File: src/inc/ebsu_pkg.sv
`default_nettype none
package ebsu_pkg;
    // ********************************************************************
    // Bus pin values.
    // ********************************************************************
    localparam logic [3:0]  STATUS_AT_RESET = 4'h5;
    localparam logic [3:0]  STATUS_IDLE     = 4'hF;
    localparam logic [3:0]  STATUS_MEM      = 4'h8;
    localparam logic [3:0]  STATUS_IO       = 4'h9;
    localparam logic [3:0]  STATUS_FETCH    = 4'hA;
    localparam int          DED_ADDR_LO     = 2;
    localparam int          DED_ADDR_HI     = 27;
    localparam int          DED_ADDR_BITS   = 26;
    localparam int          HALF_BEATS      = 2;
    localparam int          BURST32_BEATS   = 4;
    localparam int          BURST16_BEATS   = 8;
    localparam logic [3:0]  ADDR_TOP_UNCACHED = 4'h4;
    localparam logic [3:0]  ADDR_TOP_CS0_UNC  = 4'h7;
    localparam logic [1:0]  ADDR_TOP_IO_INT   = 2'h3;
    localparam logic [31:0] IRAM_BASE       = 32'hFFFF_E000;
    localparam logic [31:0] DRAM_BASE       = 32'hFFFF_F000;
    localparam logic [31:0] IRAM_MASK       = 32'hFFFF_F000;
    localparam logic [6:0]  CS0_SMALL_TOP   = 7'h3F;

    // ********************************************************************
    // Types.
    // ********************************************************************
    typedef enum logic [1:0] {
        EBSU_BYTE,
        EBSU_HALF,
        EBSU_WORD,
        EBSU_BURST
    } ebsu_size_t;

    typedef enum logic [1:0] {
        EBSU_MEM_DATA,
        EBSU_MEM_FETCH,
        EBSU_IO
    } ebsu_space_t;

    typedef struct packed {
        logic [31:0] addr;
        logic        write;
        ebsu_size_t  size;
        ebsu_space_t space;
        logic [31:0] wdata;
    } ebsu_req_t;

    typedef struct packed {
        logic [31:0] rdata;
        logic        internal;
        logic        cachable;
        logic        fault;
    } ebsu_rsp_t;
endpackage : ebsu_pkg
`default_nettype wire

File: src/verilog/ebsu_lanes.sv
`default_nettype none
module ebsu_lanes
    import ebsu_pkg::*;
(
    input  wire logic       half_mode,
    input  wire ebsu_size_t size,
    input  wire logic [1:0] addr_lo,
    input  wire logic       second_half,
    output logic      [3:0] lane_enable_n
);
    // ********************************************************************
    // Lane enable decode; in half mode bits 3:2 carry address bit 1 and
    // the byte-or-half flag.
    // ********************************************************************
    always_comb begin
        lane_enable_n = 4'h0;
        if (!half_mode) begin
            case (size)
                EBSU_BYTE: lane_enable_n = ~(4'h1 << addr_lo);
                EBSU_HALF: lane_enable_n = addr_lo[1] ? 4'h3 : 4'hC;
                default:   lane_enable_n = 4'h0;
            endcase
        end else begin
            case (size)
                EBSU_BYTE: lane_enable_n = {addr_lo[1], 1'b1, ~addr_lo[0], addr_lo[0]};
                EBSU_HALF: lane_enable_n = {addr_lo[1], 1'b1, 2'b00};
                default:   lane_enable_n = {second_half, 1'b0, 2'b00};
            endcase
        end
    end
endmodule : ebsu_lanes
`default_nettype wire

File: src/verilog/ebsu_bridge.sv
`default_nettype none
// Notes on behaviour
// - In reset: status 0101, address, lanes, start, direction, grant high, data floats.
// - In hold: bus outputs float, grant low, chip selects driven high.
// - Chip-select pins stay high during hold, never floated.
// - External address is four shared pins plus 26 dedicated pins.
// - Select strap maps three 256 MB and one 32 MB image; else linear.
// - Memory region 40000000H-7FFFFFFFH is uncachable; other external memory cachable.
// - Built-in RAM hits finish in one clock, no external cycle, never cached.
// - No load/store to instruction RAM, no fetch from data RAM.
// - I/O C0000000H upward is internal, no external cycle, word only.
// - I/O never cached; in select mode it drives all four selects high.
// - Half strap inactive at reset gives a 32-bit bus, shared pins are lanes.
// - 32-bit lanes by address bits, all lanes for word and burst.
// - Half strap active: only D0-D15 used, D16-D31 float.
// - Half mode byte or halfword takes address then single data state.
// - Half mode upper halfword uses D0-D15 for both directions.
// - Half mode lower halfword uses D0-D15 for both directions.
// - Half mode word read samples low half then high half.
// - Half mode word write drives low half, then high half.
// - Cycle start marks every external cycle; direction shows read or write.
// - Half mode lanes per byte; flag high for byte/half, low for word/burst.
// - Half word uses bit 1 high in second half; burst alternates bit 1.
module ebsu_bridge
    import ebsu_pkg::*;
(
    input  wire logic        sys_clk,
    input  wire logic        rst,
    input  wire logic        req_valid,
    input  wire ebsu_req_t   req,
    output logic             req_ready,
    output logic             rsp_valid,
    output ebsu_rsp_t        rsp,
    input  wire logic        half_width_strap,
    input  wire logic        upper_address_select,
    input  wire logic        clock_ratio_strap,
    output logic             clock_ratio,
    input  wire logic        ready_n,
    input  wire logic        bus_hold_request,
    output logic             bus_hold_grant,
    output logic [31:0]      addr_o,
    output logic [31:0]      addr_oe_n,
    output logic [3:0]       lane_enable_n,
    output logic             lanes_oe_n,
    output logic [3:0]       bus_status_code,
    output logic             status_oe_n,
    output logic             cycle_start_n,
    output logic             read_write,
    output logic             ctrl_oe_n,
    input  wire logic [31:0] data_i,
    output logic [31:0]      data_o,
    output logic [31:0]      data_oe_n
);
    // ********************************************************************
    // Pin synchronisers and strap capture.
    // ********************************************************************
    logic [4:0] sync1;
    logic [4:0] sync2;
    logic       ready_s;
    logic       hold_s;
    logic       half_mode;
    logic       cs_mode;
    logic       ratio;
    logic       strap_taken;

    // The synchronisers keep running through reset, so the straps have settled
    // by the time reset is released and the capture below reads them.
    always_ff @(posedge sys_clk) begin
        sync1 <= {clock_ratio_strap, ~ready_n, bus_hold_request, half_width_strap, upper_address_select};
        sync2 <= sync1;
    end
    assign ready_s = sync2[3];
    assign hold_s  = sync2[2];

    // Straps are caught at the first edge after reset release, then frozen.
    always_ff @(posedge sys_clk or posedge rst) begin
        if (rst) begin
            strap_taken <= 1'b0;
            half_mode   <= 1'b0;
            cs_mode     <= 1'b0;
            ratio       <= 1'b0;
        end else if (!strap_taken) begin
            strap_taken <= 1'b1;
            half_mode   <= sync2[1];
            cs_mode     <= sync2[0];
            ratio       <= sync2[4];
        end
    end
    assign clock_ratio = ratio;

    // ********************************************************************
    // Address space decode.
    // ********************************************************************
    function automatic logic is_iram(input logic [31:0] a);
        return (a & IRAM_MASK) == IRAM_BASE;
    endfunction : is_iram

    function automatic logic is_dram(input logic [31:0] a);
        return (a & IRAM_MASK) == DRAM_BASE;
    endfunction : is_dram

    logic internal_hit;
    logic access_fault;
    logic mem_cachable;
    always_comb begin
        internal_hit = 1'b0;
        access_fault = 1'b0;
        mem_cachable = 1'b0;
        if (req.space == EBSU_IO) begin
            internal_hit = req.addr[31:30] == ADDR_TOP_IO_INT;
            access_fault = internal_hit && req.size != EBSU_WORD;
        end else begin
            internal_hit = is_iram(req.addr) || is_dram(req.addr);
            access_fault = (is_iram(req.addr) && req.space == EBSU_MEM_DATA)
                        || (is_dram(req.addr) && req.space == EBSU_MEM_FETCH);
            mem_cachable = !internal_hit && !(req.addr[31:28] >= ADDR_TOP_UNCACHED
                        && req.addr[31:28] <= ADDR_TOP_CS0_UNC);
        end
    end

    // Select mode: A28-A31 become one-hot-low selects over images.
    function automatic logic [3:0] region_select_n(input logic [31:0] a, input logic io);
        logic [3:0] sel;
        sel = 4'hF;
        if (io)
            sel = 4'hF;
        else if (a[31:25] == CS0_SMALL_TOP || a[31:28] == 4'hF)
            sel = 4'hE;
        else
            case (a[29:28])
                2'h0:    sel = 4'hD;
                2'h1:    sel = 4'hB;
                default: sel = 4'h7;
            endcase
        return sel;
    endfunction : region_select_n

    // ********************************************************************
    // Bus cycle sequencer.
    // ********************************************************************
    typedef enum logic [2:0] {
        ST_IDLE,
        ST_ADDR,
        ST_SINGLE,
        ST_FIRST_HALF,
        ST_SECOND_HALF,
        ST_BURST,
        ST_HOLD
    } ebsu_state_t;

    ebsu_state_t state;
    ebsu_state_t next_state;
    ebsu_req_t   cur;
    ebsu_req_t   next_cur;
    logic [2:0]  beat;
    logic [2:0]  next_beat;
    logic [31:0] rbuf;
    logic [31:0] next_rbuf;
    logic        done;
    logic        next_done;
    ebsu_rsp_t   next_rsp;
    logic        hold_start;
    logic [3:0]  lanes;
    logic        second_half;

    assign req_ready = state == ST_IDLE && !hold_s && strap_taken;
    assign hold_start = hold_s && state == ST_IDLE;
    assign second_half = state == ST_SECOND_HALF || (state == ST_BURST && beat[0]);

    ebsu_lanes u_lanes (
        .half_mode     (half_mode),
        .size          (cur.size),
        .addr_lo       (cur.addr[1:0]),
        .second_half   (second_half),
        .lane_enable_n (lanes)
    );

    always_comb begin
        next_state = state;
        next_cur   = cur;
        next_beat  = beat;
        next_rbuf  = rbuf;
        next_done  = 1'b0;
        next_rsp   = rsp;
        case (state)
            ST_IDLE: begin
                if (hold_start) begin
                    next_state = ST_HOLD;
                end else if (req_valid && req_ready) begin
                    next_cur = req;
                    next_rsp.cachable = mem_cachable;
                    next_rsp.fault    = access_fault;
                    next_rsp.internal = internal_hit;
                    next_rsp.rdata    = 32'h0000_0000;
                    if (internal_hit || access_fault) begin
                        next_done = 1'b1;
                    end else begin
                        next_state = ST_ADDR;
                        next_beat  = 3'h0;
                    end
                end
            end
            ST_ADDR: begin
                if (cur.size == EBSU_BURST)
                    next_state = ST_BURST;
                else if (half_mode && cur.size == EBSU_WORD)
                    next_state = ST_FIRST_HALF;
                else
                    next_state = ST_SINGLE;
            end
            ST_SINGLE: begin
                if (ready_s) begin
                    next_rbuf  = half_mode ? (cur.addr[1] ? {data_i[15:0], 16'h0000}
                                : {16'h0000, data_i[15:0]}) : data_i;
                    next_done  = 1'b1;
                    next_state = ST_IDLE;
                end
            end
            ST_FIRST_HALF: begin
                if (ready_s) begin
                    next_rbuf[15:0] = data_i[15:0];
                    next_state      = ST_SECOND_HALF;
                end
            end
            ST_SECOND_HALF: begin
                if (ready_s) begin
                    next_rbuf[31:16] = data_i[15:0];
                    next_done        = 1'b1;
                    next_state       = ST_IDLE;
                end
            end
            ST_BURST: begin
                if (ready_s) begin
                    if (half_mode) begin
                        if (beat[0])
                            next_rbuf[31:16] = data_i[15:0];
                        else
                            next_rbuf[15:0] = data_i[15:0];
                    end else begin
                        next_rbuf = data_i;
                    end
                    next_beat = beat + 3'h1;
                    if (beat == 3'(half_mode ? BURST16_BEATS - 1 : BURST32_BEATS - 1)) begin
                        next_done  = 1'b1;
                        next_state = ST_IDLE;
                    end
                end
            end
            ST_HOLD: begin
                if (!hold_s)
                    next_state = ST_IDLE;
            end
            default: next_state = ST_IDLE;
        endcase
        if (next_done && !(internal_hit && state == ST_IDLE))
            next_rsp.rdata = next_rbuf;
    end

    always_ff @(posedge sys_clk or posedge rst) begin
        if (rst) begin
            state     <= ST_IDLE;
            cur       <= '0;
            beat      <= 3'h0;
            rbuf      <= 32'h0000_0000;
            rsp_valid <= 1'b0;
            rsp       <= '0;
        end else begin
            state     <= next_state;
            cur       <= next_cur;
            beat      <= next_beat;
            rbuf      <= next_rbuf;
            rsp_valid <= next_done;
            rsp       <= next_rsp;
        end
    end
    assign done = rsp_valid;

    // ********************************************************************
    // Pin drive.
    // ********************************************************************
    logic active;
    logic in_hold;
    assign active  = state != ST_IDLE && state != ST_HOLD;
    assign in_hold = state == ST_HOLD;

    always_comb begin
        addr_o          = {4'hF, cur.addr[DED_ADDR_HI:DED_ADDR_LO], 2'b00};
        addr_oe_n       = 32'h0000_0003;
        lane_enable_n   = active ? lanes : 4'hF;
        lanes_oe_n      = in_hold;
        bus_status_code = STATUS_IDLE;
        status_oe_n     = in_hold;
        cycle_start_n   = state != ST_ADDR;
        read_write      = active ? !cur.write : 1'b1;
        ctrl_oe_n       = in_hold;
        bus_hold_grant  = !in_hold;
        data_o          = 32'h0000_0000;
        data_oe_n       = 32'hFFFF_FFFF;
        if (active)
            bus_status_code = cur.space == EBSU_IO ? STATUS_IO
                            : cur.space == EBSU_MEM_FETCH ? STATUS_FETCH : STATUS_MEM;
        if (cs_mode) begin
            addr_o[31:28] = active ? region_select_n(cur.addr, cur.space == EBSU_IO) : 4'hF;
            addr_oe_n[31:28] = 4'h0;
        end else begin
            addr_o[31:28] = cur.addr[31:28];
        end
        if (in_hold)
            addr_oe_n[27:0] = 28'hFFF_FFFF;
        if (in_hold && !cs_mode)
            addr_oe_n[31:28] = 4'hF;
        if (active && cur.write) begin
            if (!half_mode) begin
                data_o    = cur.wdata;
                data_oe_n = 32'h0000_0000;
            end else begin
                data_oe_n = 32'hFFFF_0000;
                if (state == ST_SECOND_HALF || (cur.size == EBSU_HALF && cur.addr[1]))
                    data_o[15:0] = cur.wdata[31:16];
                else
                    data_o[15:0] = cur.wdata[15:0];
            end
        end
        if (rst) begin
            bus_status_code = STATUS_AT_RESET;
            addr_o          = 32'hFFFF_FFFC;
            addr_oe_n       = 32'h0000_0003;
            lane_enable_n   = 4'hF;
            lanes_oe_n      = 1'b0;
            status_oe_n     = 1'b0;
            cycle_start_n   = 1'b1;
            read_write      = 1'b1;
            ctrl_oe_n       = 1'b0;
            bus_hold_grant  = 1'b1;
            data_oe_n       = 32'hFFFF_FFFF;
        end
    end

    // ********************************************************************
    // Checks.
    // ********************************************************************
    a_hold_grant_low: assert property (@(posedge sys_clk) disable iff (rst)
        state == ST_HOLD |-> !bus_hold_grant && ctrl_oe_n && addr_oe_n[27:0] == 28'hFFF_FFFF)
        else $error("hold outputs wrong");
    a_cs_held_high: assert property (@(posedge sys_clk) disable iff (rst)
        state == ST_HOLD && cs_mode |-> addr_oe_n[31:28] == 4'h0 && addr_o[31:28] == 4'hF)
        else $error("selects not high in hold");
    a_internal_no_cycle: assert property (@(posedge sys_clk) disable iff (rst)
        req_valid && req_ready && internal_hit |=> rsp_valid && state == ST_IDLE)
        else $error("internal access used bus");
    a_start_one_cycle: assert property (@(posedge sys_clk) disable iff (rst)
        $fell(cycle_start_n) |=> cycle_start_n && state != ST_IDLE)
        else $error("cycle start wrong");
    a_upper_data_float: assert property (@(posedge sys_clk) disable iff (rst)
        half_mode |-> data_oe_n[31:16] == 16'hFFFF)
        else $error("upper data driven in half mode");
    a_word_half_seq: assert property (@(posedge sys_clk) disable iff (rst)
        state == ST_ADDR && half_mode && cur.size == EBSU_WORD |=> state == ST_FIRST_HALF)
        else $error("half word sequence wrong");
    a_second_half_a1: assert property (@(posedge sys_clk) disable iff (rst)
        state == ST_SECOND_HALF |-> lane_enable_n == 4'h8)
        else $error("second half lanes wrong");
    a_wait_repeats: assert property (@(posedge sys_clk) disable iff (rst)
        state == ST_SINGLE && !ready_s |=> state == ST_SINGLE)
        else $error("wait state not held");
    a_word32_lanes: assert property (@(posedge sys_clk) disable iff (rst)
        !half_mode && state == ST_SINGLE && cur.size == EBSU_WORD |-> lane_enable_n == 4'h0)
        else $error("word lanes wrong");
    a_io_fault: assert property (@(posedge sys_clk) disable iff (rst)
        req_valid && req_ready && req.space == EBSU_IO && req.addr[31:30] == 2'h3
        && req.size != EBSU_WORD |=> rsp_valid && rsp.fault)
        else $error("io size fault missed");
    c_burst16: cover property (@(posedge sys_clk) disable iff (rst)
        half_mode && state == ST_BURST && beat == 3'h7 && ready_s);
    c_word16: cover property (@(posedge sys_clk) disable iff (rst) state == ST_SECOND_HALF && ready_s);
    c_hold: cover property (@(posedge sys_clk) disable iff (rst) state == ST_HOLD);
    c_internal: cover property (@(posedge sys_clk) disable iff (rst) done && rsp.internal);
endmodule : ebsu_bridge
`default_nettype wire

File: config.mk
export PLATFORM = sky130hd
export DESIGN_NAME = ebsu_bridge
export DESIGN_NICKNAME = d
export VERILOG_FILES = /design/src/inc/ebsu_pkg.sv /design/src/verilog/ebsu_lanes.sv /design/src/verilog/ebsu_bridge.sv
export SDC_FILE = /design/constraint.sdc
export NUM_CORES = 1
export LEC_CHECK = 0
export BUFFER_PORTS_ARGS = -buffer_cell sky130_fd_sc_hd__buf_2
export CAP_MARGIN = 20
export CELL_PAD_IN_SITES_DETAIL_PLACEMENT = 1
export CELL_PAD_IN_SITES_GLOBAL_PLACEMENT = 1
export CORE_MARGIN = 3
export CORE_UTILIZATION = 37
export CTS_CLUSTER_DIAMETER = 60
export DETAILED_ROUTE_END_ITERATION = 10
export PLACE_DENSITY_LB_ADDON = 0.1
export SLEW_MARGIN = 40
export SYNTH_ARGS = -nofsm -noshare
export SYNTH_HDL_FRONTEND = slang
export SYNTH_HIERARCHICAL = 1
export SYNTH_SLANG_ARGS = --single-unit
File: constraint.sdc
create_clock -name sys_clk -period 6.47 [get_ports sys_clk]
set_input_delay 0.3235 -clock sys_clk [delete_from_list [all_inputs] [get_ports sys_clk]]
set_output_delay 0.3235 -clock sys_clk [all_outputs]
set_load 0.02 [all_outputs]
* After elaboration in Yosys (flattened, before gate mapping) *
Index checks and enable logic that the tools add are counted.
W data, S select, Z words.

cells by class
  div/mod/pow operators = 0
  mux-type cells = 73
  reductions and logical operators = 43
  eq/ne operators = 34
  shift-type cells = 1
  bitwise operators = 4
  add/sub/neg operators = 1
  multiply operators = 0
  order comparisons = 2

operators with widths
  cell                    count
  $mux W32                12
  $mux W16                7
  $mux W35                3
  $pmux W16 S3            2
  $mux W4                 11
  $mux W3                 14
  $eq A20 B20 Y1 const B  2
  $mux W28                1
  $pmux W4 S2             3
  $pmux W3 S6             1
  $logic_and A1 B1 Y1     17
  $mux W1                 15
  $ne A2 B2 Y1 const B    6
  $eq A2 B2 Y1 const B    5
  $eq A3 B3 Y1 const B    3
  $eq A2 B1 Y1 const B    4
  $ne A2 B1 Y1 const B    4
  $eq A7 B6 Y1 const B    1
  $logic_not A1 Y1        7
  $reduce_and A7 Y1       1
  $eq A3 B2 Y1 const B    2
  $logic_not A2 Y1        3
  $logic_or A1 B1 Y1      6
  $ne A3 B3 Y1 const B    2
  other kinds (20)        26

storage, ports and cells
  bits in read-only memories = 0
  word-level logic and storage cells = 177
  memories = 0
  memory bits (writable) = 0
  register bits = 157
  bits in latches = 0

* Longest topological paths before layout *
Gate-level depths: netlist (run 1).

  word-level depth = 12
  mapped depth = 9

* Modules after synthesis *
Netlist (run 1), hierarchy kept.

modules (own cells, without submodules)
  module       times used  area each (um^2)  sequential area each (um^2)  cells an instance
  ebsu_bridge  1           7,547.2           3,878.7                      681
  ebsu_lanes   1           60.1              0.0                          10

* Least setup slack after synthesis (run 1) *
No wires, ideal clock.

  kind = input to output
  start point = input rst
  end point = output addr_oe_n[10]
  buffers on the path = 1
  path slack = 0.502 ns
  arrival time = 5.644 ns
  stages = 4
  cells stage by stage = inv_1 -> nand4b_1 -> inv_1 -> buf_4

on the way
  cells in the longest elaborated chain, start to end = 1

RTL lines
  item             line                RTL
  start, declared  ebsu_bridge.sv:28   input wire logic rst,
  $mux W32         ebsu_bridge.sv:324  if (rst) begin
  end, declared    ebsu_bridge.sv:42   output logic [31:0] addr_oe_n,

No other way between the ends.

* Worst setup path after layout (run 1) *
  start point = register state[1]
  end point = output data_oe_n[30]

on the way
  cells in the longest elaborated chain, start to end = 5
  elaborated cells on any way between the ends = 6
  those cells by class = 1 x eq/ne; 2 x mux; 3 x reduce/logical

RTL lines
  item                                                       line                RTL
  start, declared                                            ebsu_bridge.sv:151  ebsu_state_t state;
  start signal, assigned                                     ebsu_bridge.sv:268  state <= next_state;
  $ne A3 B3 Y1 / $reduce_bool A3 Y1 (equally long branches)  ebsu_bridge.sv:283  assign active = state != ST_IDLE && state != ST_HOLD;
  $logic_and A1 B1 Y1 *                                      ebsu_bridge.sv:283
  $logic_and A1 B1 Y1 *                                      ebsu_bridge.sv:312  if (active && cur.write) begin
  $mux W32 *                                                 ebsu_bridge.sv:312
  $mux W32 *                                                 ebsu_bridge.sv:324
  end, declared                                              ebsu_bridge.sv:52   output logic [31:0] data_oe_n

Every way passes the cells marked *; elsewhere a longest branch is shown, timed or not.

==> summary.md, run 1 <==
| Metric | Value |
|---|---|
| Outcome | finished, final reports clean |
| Critical Path RT | 6150 ps |
| Minimum clock period | 3460 ps |
| Fraction of the cycle the final worst path needs | 53.5% |
| Critical path's slowest cell | dfrtp_1 |
| Clock latency on the worst-skew pair | 430 ps |
| Ys async rst share | 93.6% |
| Via density | 5.11 |
| Post-placement worst setup slack | 3420 ps |
| Worst clock skew | 10.8 ps |
| Num Clock Sinks | 157 |
| Sequential fraction of the synthesis area | 51.0% |
| Crit path capture type | primary output |
| Setup TNS | 0 ps |
| Avg Cell Area, Syn | 11.0 sq um |
| Die Ht | 149 um |
| WL/cell | 19.4 um |
| Critical path, cell by cell | and2b_1 > nor3_1 > nor2_1 > nand2_1 > or2_2 > buf_2 |
| Netlist cell types | 68 |
| Root Buffer Master | clkbuf_16 |
| Iteration-0 DRC Markers | 294 |
| Unrepaired setup endpoints after global routing | false |
| Worst VDD drop | 196 uV |
| Final wirelength | 22,900 um |
| Die ar. | 0.0223 sq mm |
| Post-CTS Resized | 0 |
| Via count | 6,044 |
| Rel. slew slack | 48.4% |
| CTS tree | built |
| Leakage | 0.00496 uW |
| Hold Path Class | in2reg |
| Grt ovf | 0 |
| Syn. warnings | 6 |
| Vias in the first global route | 6,454 |
| Initial cell density of the core | 38.3% |
| Post-CTS setup buffer count | 0 |
| Quantity of I/O buffers inserted on ports | 284 |
| Layout cell share with drive strength beyond 1 | 48.7% |
| RePlAce Congestion | 0.810 |
| Largest net degree at the start of global routing | 95 |
| FP Rows | 51 |
| H-tree Lvls | 4 |
| Max_cap viols | 0 |
| Worst Path Max Fanout | 19 |
| Global Route Usage Sum | 20.3% |
| Initial DRT Pass Iterations | 6 |
| Ports | 289 |
| Global-route wire length before repair | 35,400 um |
| CTS buffer count | 17 |
| Antenna violations before repair | 4 |
| DRC | 0 |
| Worst stage delay on the critical path | 670 ps |
| Worst setup margin | 3010 ps |
| Core ar. | 0.0198 sq mm |
| Pwr dens | 489 mW/mm^2 |
| Clock Pin Slew Worst Setup and Hold Paths | 70 ps |
| Layout area overhead | 23.9% |
| DP HPWL | 16,500 um |
| Setup violators final | 0 |
| Post-Syn Area | 0.00761 sq mm |
| Max Fclk | 289 MHz |
| Max Slew Vio Count | 0 |
| Least-Margin Pin Slew | 774 ps |
| Post-synth EDFFs | 0 |
| Critical path class | reg2out |
| Final hold vios | 0 |
| Yosys reg bits | 157 |
| Die X | 149 um |
| Antenna-violating nets left | 0 |
| Final nets | 1,013 |
| Ys flop type | dfrtp_1 |
| Startpoint class of the critical path | flip-flop |
| Gate Count Post-Synth | 691 |
| CTS max path bufs | 2 |
| Crit path DAT | 3140 ps |
==> sequential cells by signal, indices dropped and copies added, names as in the netlist, 3 cells and up <==
signal / flops
sync2: 5
beat: 3
rsp: 35
cur: 69
sync1: 5
rbuf: 32
state: 3
==> cell usage in the layout, fill, tap and decap left out, types with 4 or more instances in the layout <==
cell type / count
inv_8: 4
o21ai_0: 18
or2_2: 27
inv_6: 6
dfrtp_1: 147
a22o_1: 6
or3_1: 5
nand4_1: 6
a22o_2: 10
a21o_1: 14
and2_1: 17
nand2_1: 27
o21ai_1: 15
nand2b_1: 7
nor2_1: 34
mux2i_1: 17
dfxtp_1: 10
inv_1: 24
dlygate4sd3_1: 4
clkbuf_16: 17
buf_2: 284
a21oi_1: 24
conb_1: 5
a222oi_1: 13
nand3_1: 21
a31oi_1: 5
and3_1: 15
mux2_2: 70
==> power by group <==
part           total, uW  switching (uW)  leakage (uW)  internal [uW]
Clock               1050             463      0.000305            591
Combinational       1900            1130       0.00273            764
Sequential          1660             277       0.00192           1380
==> stage by stage <==
stage | instance area (sq um) | power [uW] | util, % | cells | hold slack, ps
finish | 9430 | 4610 | 47.5 | 1183 | 39.2
detailed placement | 8730 | 3590 | 44.0 | 1144 | 314
floorplan | 7620 | 3070 | - | 694 | 310
global placement | 8710 | 3500 | 43.9 | 1144 | 316
CTS | 9390 | 4660 | 47.3 | 1180 | 22.4
global route | 9430 | 4920 | 47.5 | 1182 | 21.6
==> routing by layer <==
layer  routed length [um]  part of all wire [%]  vias up  track usage (%)
met5                   34                  0.15        -                0
met4                  247                   1.1        6             4.30
met3                 1970                   8.6       26             7.14
met2                11600                    51      225             35.4
met1                 9090                    40     3006             24.2
li1                     -                     -     2781                -
==> final cells by class <==
class | count | area [sq um]
antenna | 2 | 5.00
clock buffer | 17 | 425
clock inverter | 15 | 196
fill | 2286 | 10400
inverter | 26 | 105
multi-input combinational | 409 | 2970
sequential | 157 | 3880
tap | 265 | 332
timing repair buffer | 292 | 1520
==> synth_stat cells, types with 4 or more instances <==
master	count	area share (%)
buf_6	4	0.59
nor2_1	34	1.7
or3_1	5	0.41
nand2b_1	7	0.58
o21ai_1	17	1.1
a22o_2	10	1.3
mux2i_1	17	2.2
nand2_1	28	1.4
a31oi_1	5	0.41
a22o_1	6	0.69
a21oi_1	24	1.6
buf_2	22	1.4
dfrtp_1	147	48
a222oi_1	13	1.7
nand4_1	6	0.49
clkbuf_1	8	0.39
inv_1	25	1.2
or2_2	27	2.2
a21o_1	14	1.4
and2_1	17	1.4
nand3_1	21	1.4
mux2_2	70	10
dfxtp_1	10	2.6
buf_4	68	6.7
and3_1	15	1.2
o21ai_0	18	1.2
==> what timing repair did <==
action                                 in CTS  in global routing
hold buffers                                4                  0
setup endpoints to repair                   0                  0
endpoints found under the hold margin       4                  0
==> final timing paths <==
kind	slack, ps	depth (start not counted)	end	start
worst max-delay path	3010	6	data_oe_n[30]	state[1]
worst min-delay path	40	2	sync1[3]	ready_n
worst max register to register	3880	6	cur[68]	state[0]
worst min register to register	330	0	sync2[3]	sync1[3]
max in group asynchronous	5200	3	rbuf[17]	rst
min in group asynchronous	220	2	cur[0]	rst
==> cells by family (layout without fill, tap and decap cells) <==
| family | Yosys count | count (layout) | share of synthesized area (%) |
|---|---|---|---|
| AO/OA/AOI/OAI | 129 | 129 | 12.0 |
| AND/OR/NAND/NOR | 184 | 184 | 13.4 |
| other | 2 | 7 | 0.0987 |
| multiplexers | 87 | 87 | 12.6 |
| buffers and inverters | 128 | 350 | 10.4 |
| XOR/XNOR | 3 | 3 | 0.345 |
| flip-flops | 157 | 157 | 51.0 |
| adder cells (fa/ha/maj) | 1 | 1 | 0.164 |
==> critical path: cells and delay by family, from the launching register on <==
family                 cells  cell delay (ps)
DFF                        1              670
and+or+nand+nor            5             1820
buffers and inverters      1              210
(Power assumes the default switching activity.)
==> inputs of run 2 (changes only) <==
--- a/config.mk
+++ b/config.mk
@@ -10,7 +10,7 @@
 export CELL_PAD_IN_SITES_DETAIL_PLACEMENT = 1
 export CELL_PAD_IN_SITES_GLOBAL_PLACEMENT = 1
 export CORE_MARGIN = 3
-export CORE_UTILIZATION = 37
+export CORE_UTILIZATION = 34
 export CTS_CLUSTER_DIAMETER = 60
 export DETAILED_ROUTE_END_ITERATION = 10
 export PLACE_DENSITY_LB_ADDON = 0.1
==> constraint.sdc (replaced) <==
create_clock -name sys_clk -period 2.85 [get_ports sys_clk]
set_input_delay 0.1425 -clock sys_clk [delete_from_list [all_inputs] [get_ports sys_clk]]
set_output_delay 0.1425 -clock sys_clk [all_outputs]
set_load 0.02 [all_outputs]
==> summary.md, run 2 (synthesis results as in run 1) <==
| Metric | Value |
|---|---|
| Outcome | finished, final reports clean |
| CTS max path bufs | 2 |
| Fraction of the cycle the final worst path needs | 93.6% |
| WL/cell | 18.8 um |
| Crit path DAT | 2520 ps |
| Final nets | 1,118 |
| CTS tree | built |
| Worst Path Max Fanout | 17 |
| Worst Setup SP | state[2] |
| Global-route wire length before repair | 37,900 um |
| Clock latency on the worst-skew pair | 430 ps |
| Crit path capture type | primary output |
| Worst setup margin | 184 ps |
| Grt ovf | 0 |
| Worst reg2reg endpoint | rbuf[22] |
| Via density | 5.02 |
| Via count | 6,541 |
| Startpoint class of the critical path | flip-flop |
| Initial DRT Pass Iterations | 7 |
| Final wirelength | 24,500 um |
| Number of cells in the finished layout apart from fillers | 1,302 |
| Critical Path RT | 2710 ps |
| Met1 Track Usage GR | 23.4% |
| DP HPWL | 16,900 um |
| Pwr dens | 1010 mW/mm^2 |
| Met3 Use GR | 4.69% |
| Hold endpoint | cur[33] |
| R2R Path Start | state[0] |
| Max Slew Vio Count | 0 |
| Register area | 0.00388 sq mm |
| Footprint of the multi-input gates | 0.00299 sq mm |
| Worst VDD drop | 410 uV |
| Max Fclk | 375 MHz |
| Setup violators final | 0 |
| CTS buffer count | 17 |
| Max_cap viols | 0 |
| Iteration-0 DRC Markers | 319 |
| Largest regs | cur (69), rsp (35), rbuf (32) |
| Fillcell total | 2,463 |
| Vias in the first global route | 6,883 |
| Worst clock skew | 12.3 ps |
| DRC | 0 |
| Layout area overhead | 38.2% |
| Antenna-violating nets left | 0 |
| Leakage | 0.00540 uW |
| Antenna violations before repair | 1 |
| H-tree Lvls | 4 |
| Hold Path Depth | 2 |
| Core ar. | 0.0219 sq mm |
| Fin area | 0.0105 sq mm |
| Max reg flops | 69 |
| Commonest non-fill, non-tap cell in the layout | buf_2 |
| RePlAce Congestion | 0.819 |
| FP Rows | 54 |
| Die X | 156 um |
| Root Buffer Master | clkbuf_16 |
| Largest net degree at the start of global routing | 114 |
| Minimum clock period | 2670 ps |
| Clock Pin Slew Worst Setup and Hold Paths | 70 ps |
| Ports | 289 |
| Commonest non-fill, non-tap cells in the layout | buf_2, dfrtp_1, dlygate4sd3_1 |
| R2R setup slack | 220 ps |
| Rel. slew slack | 52.1% |
| Area after DPL | 0.00886 sq mm |
| Largest Register | cur |
| Post-placement worst setup slack | 348 ps |
| Worst Hold Slack | 18.4 ps |
| HP Start | req[33] |
| Least-Margin Pin Slew | 719 ps |
| Initial cell density of the core | 34.8% |
| Num Clock Sinks | 157 |
| Global Route Usage Sum | 19.7% |
| Placed Cells incl. Taps | 1,168 |
| Critical path class | reg2out |
| Quantity of I/O buffers inserted on ports | 284 |
| Die Ht | 156 um |
| R2R depth | 6 |
| Final hold vios | 0 |
| Power consumption | 10,600 uW |
| Met2 GRT Util | 34.2% |
| Hold Path Class | in2reg |
| Layout cell share with drive strength beyond 1 | 45.2% |
| Die ar. | 0.0242 sq mm |
| GR peak layer | met2 |
| Unrepaired setup endpoints after global routing | false |
run 2: cell count changes in the layout (fill, tap and decap cells not counted), moves of 4 or more:
cell           before  now
buf_12              0    4
inv_6               6    2
buf_4               1   10
dlygate4sd3_1       4   98
run 2: layout make-up:
type,count,share of cell area (%)
antenna,1,0.0238
clock buffer,17,4.05
clock inverter,15,1.64
inverter,26,0.964
multi-input combinational,409,28.5
sequential,157,36.9
tap,280,3.33
timing repair buffer,397,24.6
run 2: worst max-delay path by stage:
stage                     to  slack (ps)
2_1_floorplan  addr_oe_n[10]       -1410
3_3_place_gp         rsp[34]         360
3_5_place_dp          rsp[4]         350
4_1_cts        data_oe_n[25]           2
5_1_grt        data_oe_n[28]          20
6_report          data_o[19]         180
run 2: metrics by stage:
step	utilization, %	TNS [ps]
final	48.0	0
after global routing	48.0	0
after CTS	47.7	0
after detailed placement	40.5	0
after global placement	40.4	0
after floorplan	-	-46230
run 2: report_power, final:
part | switching (uW) | total, uW | internal, uW
combinational | 2650 | 4570 | 1920
clock | 1100 | 2280 | 1180
sequential | 636 | 3780 | 3140
total | 4380 | 10600 | 6250
run 2: worst max-delay path, stage by stage (launching register included):
cell	delay, ps
dfrtp_2	520
and2b_1	240
buf_4	180
or3_4	420
nand2_4	230
nor2_4	140
and2_1	190
buf_2	160
run 2: repair_timing:
| action | in CTS | in global routing |
|---|---|---|
| endpoints found under the hold margin | 101 | 0 |
| resized for setup | 2 | 5 |
| hold buffers | 98 | 0 |
| buffers inserted | 0 | 2 |
| endpoints found under the setup margin | 32 | 64 |
run 2: layer usage:
| metal | routed length [um] | part of all wire (%) |
|---|---|---|
| met1 | 9890 | 40 |
| met2 | 12300 | 50 |
| met3 | 1550 | 6.3 |
| met4 | 754 | 3.1 |
| met5 | 0 | 0 |
==> inputs of run 3 (changes only) <==
--- a/config.mk
+++ b/config.mk
@@ -14,6 +14,7 @@
 export CTS_CLUSTER_DIAMETER = 60
 export DETAILED_ROUTE_END_ITERATION = 10
 export PLACE_DENSITY_LB_ADDON = 0.1
+export SETUP_SLACK_MARGIN = 0.3
 export SLEW_MARGIN = 40
 export SYNTH_ARGS = -nofsm -noshare
 export SYNTH_HDL_FRONTEND = slang
==> summary.md, run 3 (synthesis results as in run 1) <==
| Metric | Value |
|---|---|
| Placed Cells incl. Taps | 1,168 |
| HP Start | req[67] |
| Antenna violations before repair | 1 |
| Pwr dens | 1010 mW/mm^2 |
| Minimum clock period | 2430 ps |
| Layout area overhead | 38.4% |
| P_sw | 4400 uW |
| Max Fclk | 411 MHz |
| Root Buffer Master | clkbuf_16 |
| Num Clock Sinks | 157 |
| Crit path DAT | 2290 ps |
| Fillcell total | 2,470 |
| CTS buffer count | 17 |
| Startpoint class of the critical path | flip-flop |
| Critical path's slowest cell | or3_4 |
| Sequential Power Share | 35.1% |
| Crit path buf inv count | 3 |
| Antenna-violating nets left | 0 |
| Worst Setup SP | state[1] |
| RePlAce Congestion | 0.819 |
| Setup violators final | 0 |
| Pint | 6280 uW |
| Critical Path RT | 2710 ps |
| Max_cap viols | 0 |
| Register area | 0.00388 sq mm |
| Crit path capture type | primary output |
| Die Ht | 156 um |
| CTS tree | built |
| R2R Path Start | state[2] |
| Initial DRT Pass Iterations | 5 |
| Commonest non-fill, non-tap cell in the layout | buf_2 |
| Layout cell share with drive strength beyond 1 | 45.7% |
| Footprint of the multi-input gates | 0.00300 sq mm |
| Fraction of the cycle the final worst path needs | 85.4% |
| Initial cell density of the core | 34.8% |
| Largest Register | cur |
| R2R depth | 6 |
| Comb power frac | 43.7% |
| Hold Path Depth | 3 |
| Vias in the first global route | 6,930 |
| Clock latency on the worst-skew pair | 430 ps |
| Via density | 5.02 |
| Net Sw Frac | 41.2% |
| Largest regs | cur (69), rsp (35), rbuf (32) |
| Via count | 6,540 |
| Critical path class | reg2out |
| Worst setup margin | 415 ps |
| Final hold vios | 0 |
| Post-placement worst setup slack | 348 ps |
| Worst Hold Slack | 23.4 ps |
| Final wirelength | 24,600 um |
| Kind of cell adding the most delay to the critical path | simple AND/OR/NAND/NOR gates |
| Worst Path Max Fanout | 17 |
| FP Rows | 54 |
| Grt ovf | 0 |
| Rel. slew slack | 51.6% |
| Hold Path Class | in2reg |
| CTS max path bufs | 2 |
| Final nets | 1,118 |
| Global Route Usage Sum | 19.8% |
| Least-Margin Pin Slew | 727 ps |
| Worst VDD drop | 382 uV |
| Quantity of I/O buffers inserted on ports | 284 |
| DRC | 0 |
| Power consumption | 10,700 uW |
| Clk network pwr share | 21.3% |
| Unrepaired setup endpoints after global routing | false |
| Ports | 289 |
| H-tree Lvls | 4 |
| Iteration-0 DRC Markers | 333 |
| Clock Pin Slew Worst Setup and Hold Paths | 70 ps |
| Number of cells in the finished layout apart from fillers | 1,303 |
| Worst stage delay on the critical path | 430 ps |
| Global-route wire length before repair | 38,100 um |
| Die X | 156 um |
| Max Slew Vio Count | 0 |
| Worst clock skew | 11.7 ps |
| Max reg flops | 69 |
| Core ar. | 0.0219 sq mm |
| Die ar. | 0.0242 sq mm |
| Largest net degree at the start of global routing | 114 |
| DP HPWL | 16,900 um |
| Outcome | finished, final reports clean |
| Stages on the worst setup path | 8 |
| Critical path, cell by cell | and2b_1 > buf_4 > or3_4 > nand2_8 > nor2_4 > buf_12 > and2_1 > buf_2 |
| WL/cell | 18.8 um |
| Leakage | 0.00540 uW |
| Commonest non-fill, non-tap cells in the layout | buf_2, dfrtp_1, dlygate4sd3_1 |
run 3: repair_timing:
item	CTS	global route
hold endpoints to repair	101	0
hold buffers	95	0
pin swaps	1	0
gates resized for setup	9	2
setup buffers	4	1
setup endpoints to repair	58	40
run 3: worst reg2reg max path: stages (launching register included):
cell	delay (ps)
dfrtp_2	430
buf_4	180
nor4_1	330
and2_1	300
nand2_4	390
buf_4	380
mux2_2	280
run 3: cell type report:
class / count / share of cell area (%)
Clock buffer: 17 / 4.04
Antenna cell: 2 / 0.0475
Inverter: 26 / 0.963
Timing Repair Buffer: 397 / 24.6
Sequential cell: 157 / 36.9
Clock inverter: 15 / 1.64
Tap cell: 280 / 3.33
Multi-Input combinational cell: 409 / 28.5
run 3: power groups by stage:
stage / combinational, uW / sequential, uW / clock [uW]
after floorplan: 3190 / 3770 / 0
after global placement: 4270 / 3740 / 0
after detailed placement: 4400 / 3790 / 0
after CTS: 4650 / 3740 / 2350
after global routing: 5080 / 3860 / 2450
final: 4660 / 3740 / 2270
run 3: final timing paths:
kind,to,slack [ps]
worst max-delay path,data_o[19],420
worst min-delay path,cur[67],20
worst max register to register,cur[6],460
worst min register to register,sync2[3],330
max in group asynchronous,cur[65],1940
min in group asynchronous,rsp[2],240
run 3: metrics by stage:
stage	TNS, ps	util, %	area (sq um)
finish	0	48.1	10500
global route	0	48.1	10500
CTS	0	47.9	10500
detailed placement	0	40.5	8860
global placement	0	40.4	8850
floorplan	-46230	-	7620
run 3: routing by layer:
layer	up-vias	wire length (um)	track usage, %
met5	-	0	0
li1	2984	-	-
met3	49	1570	4.63
met2	257	12400	34.4
met1	3250	9870	23.6
met4	0	728	8.34
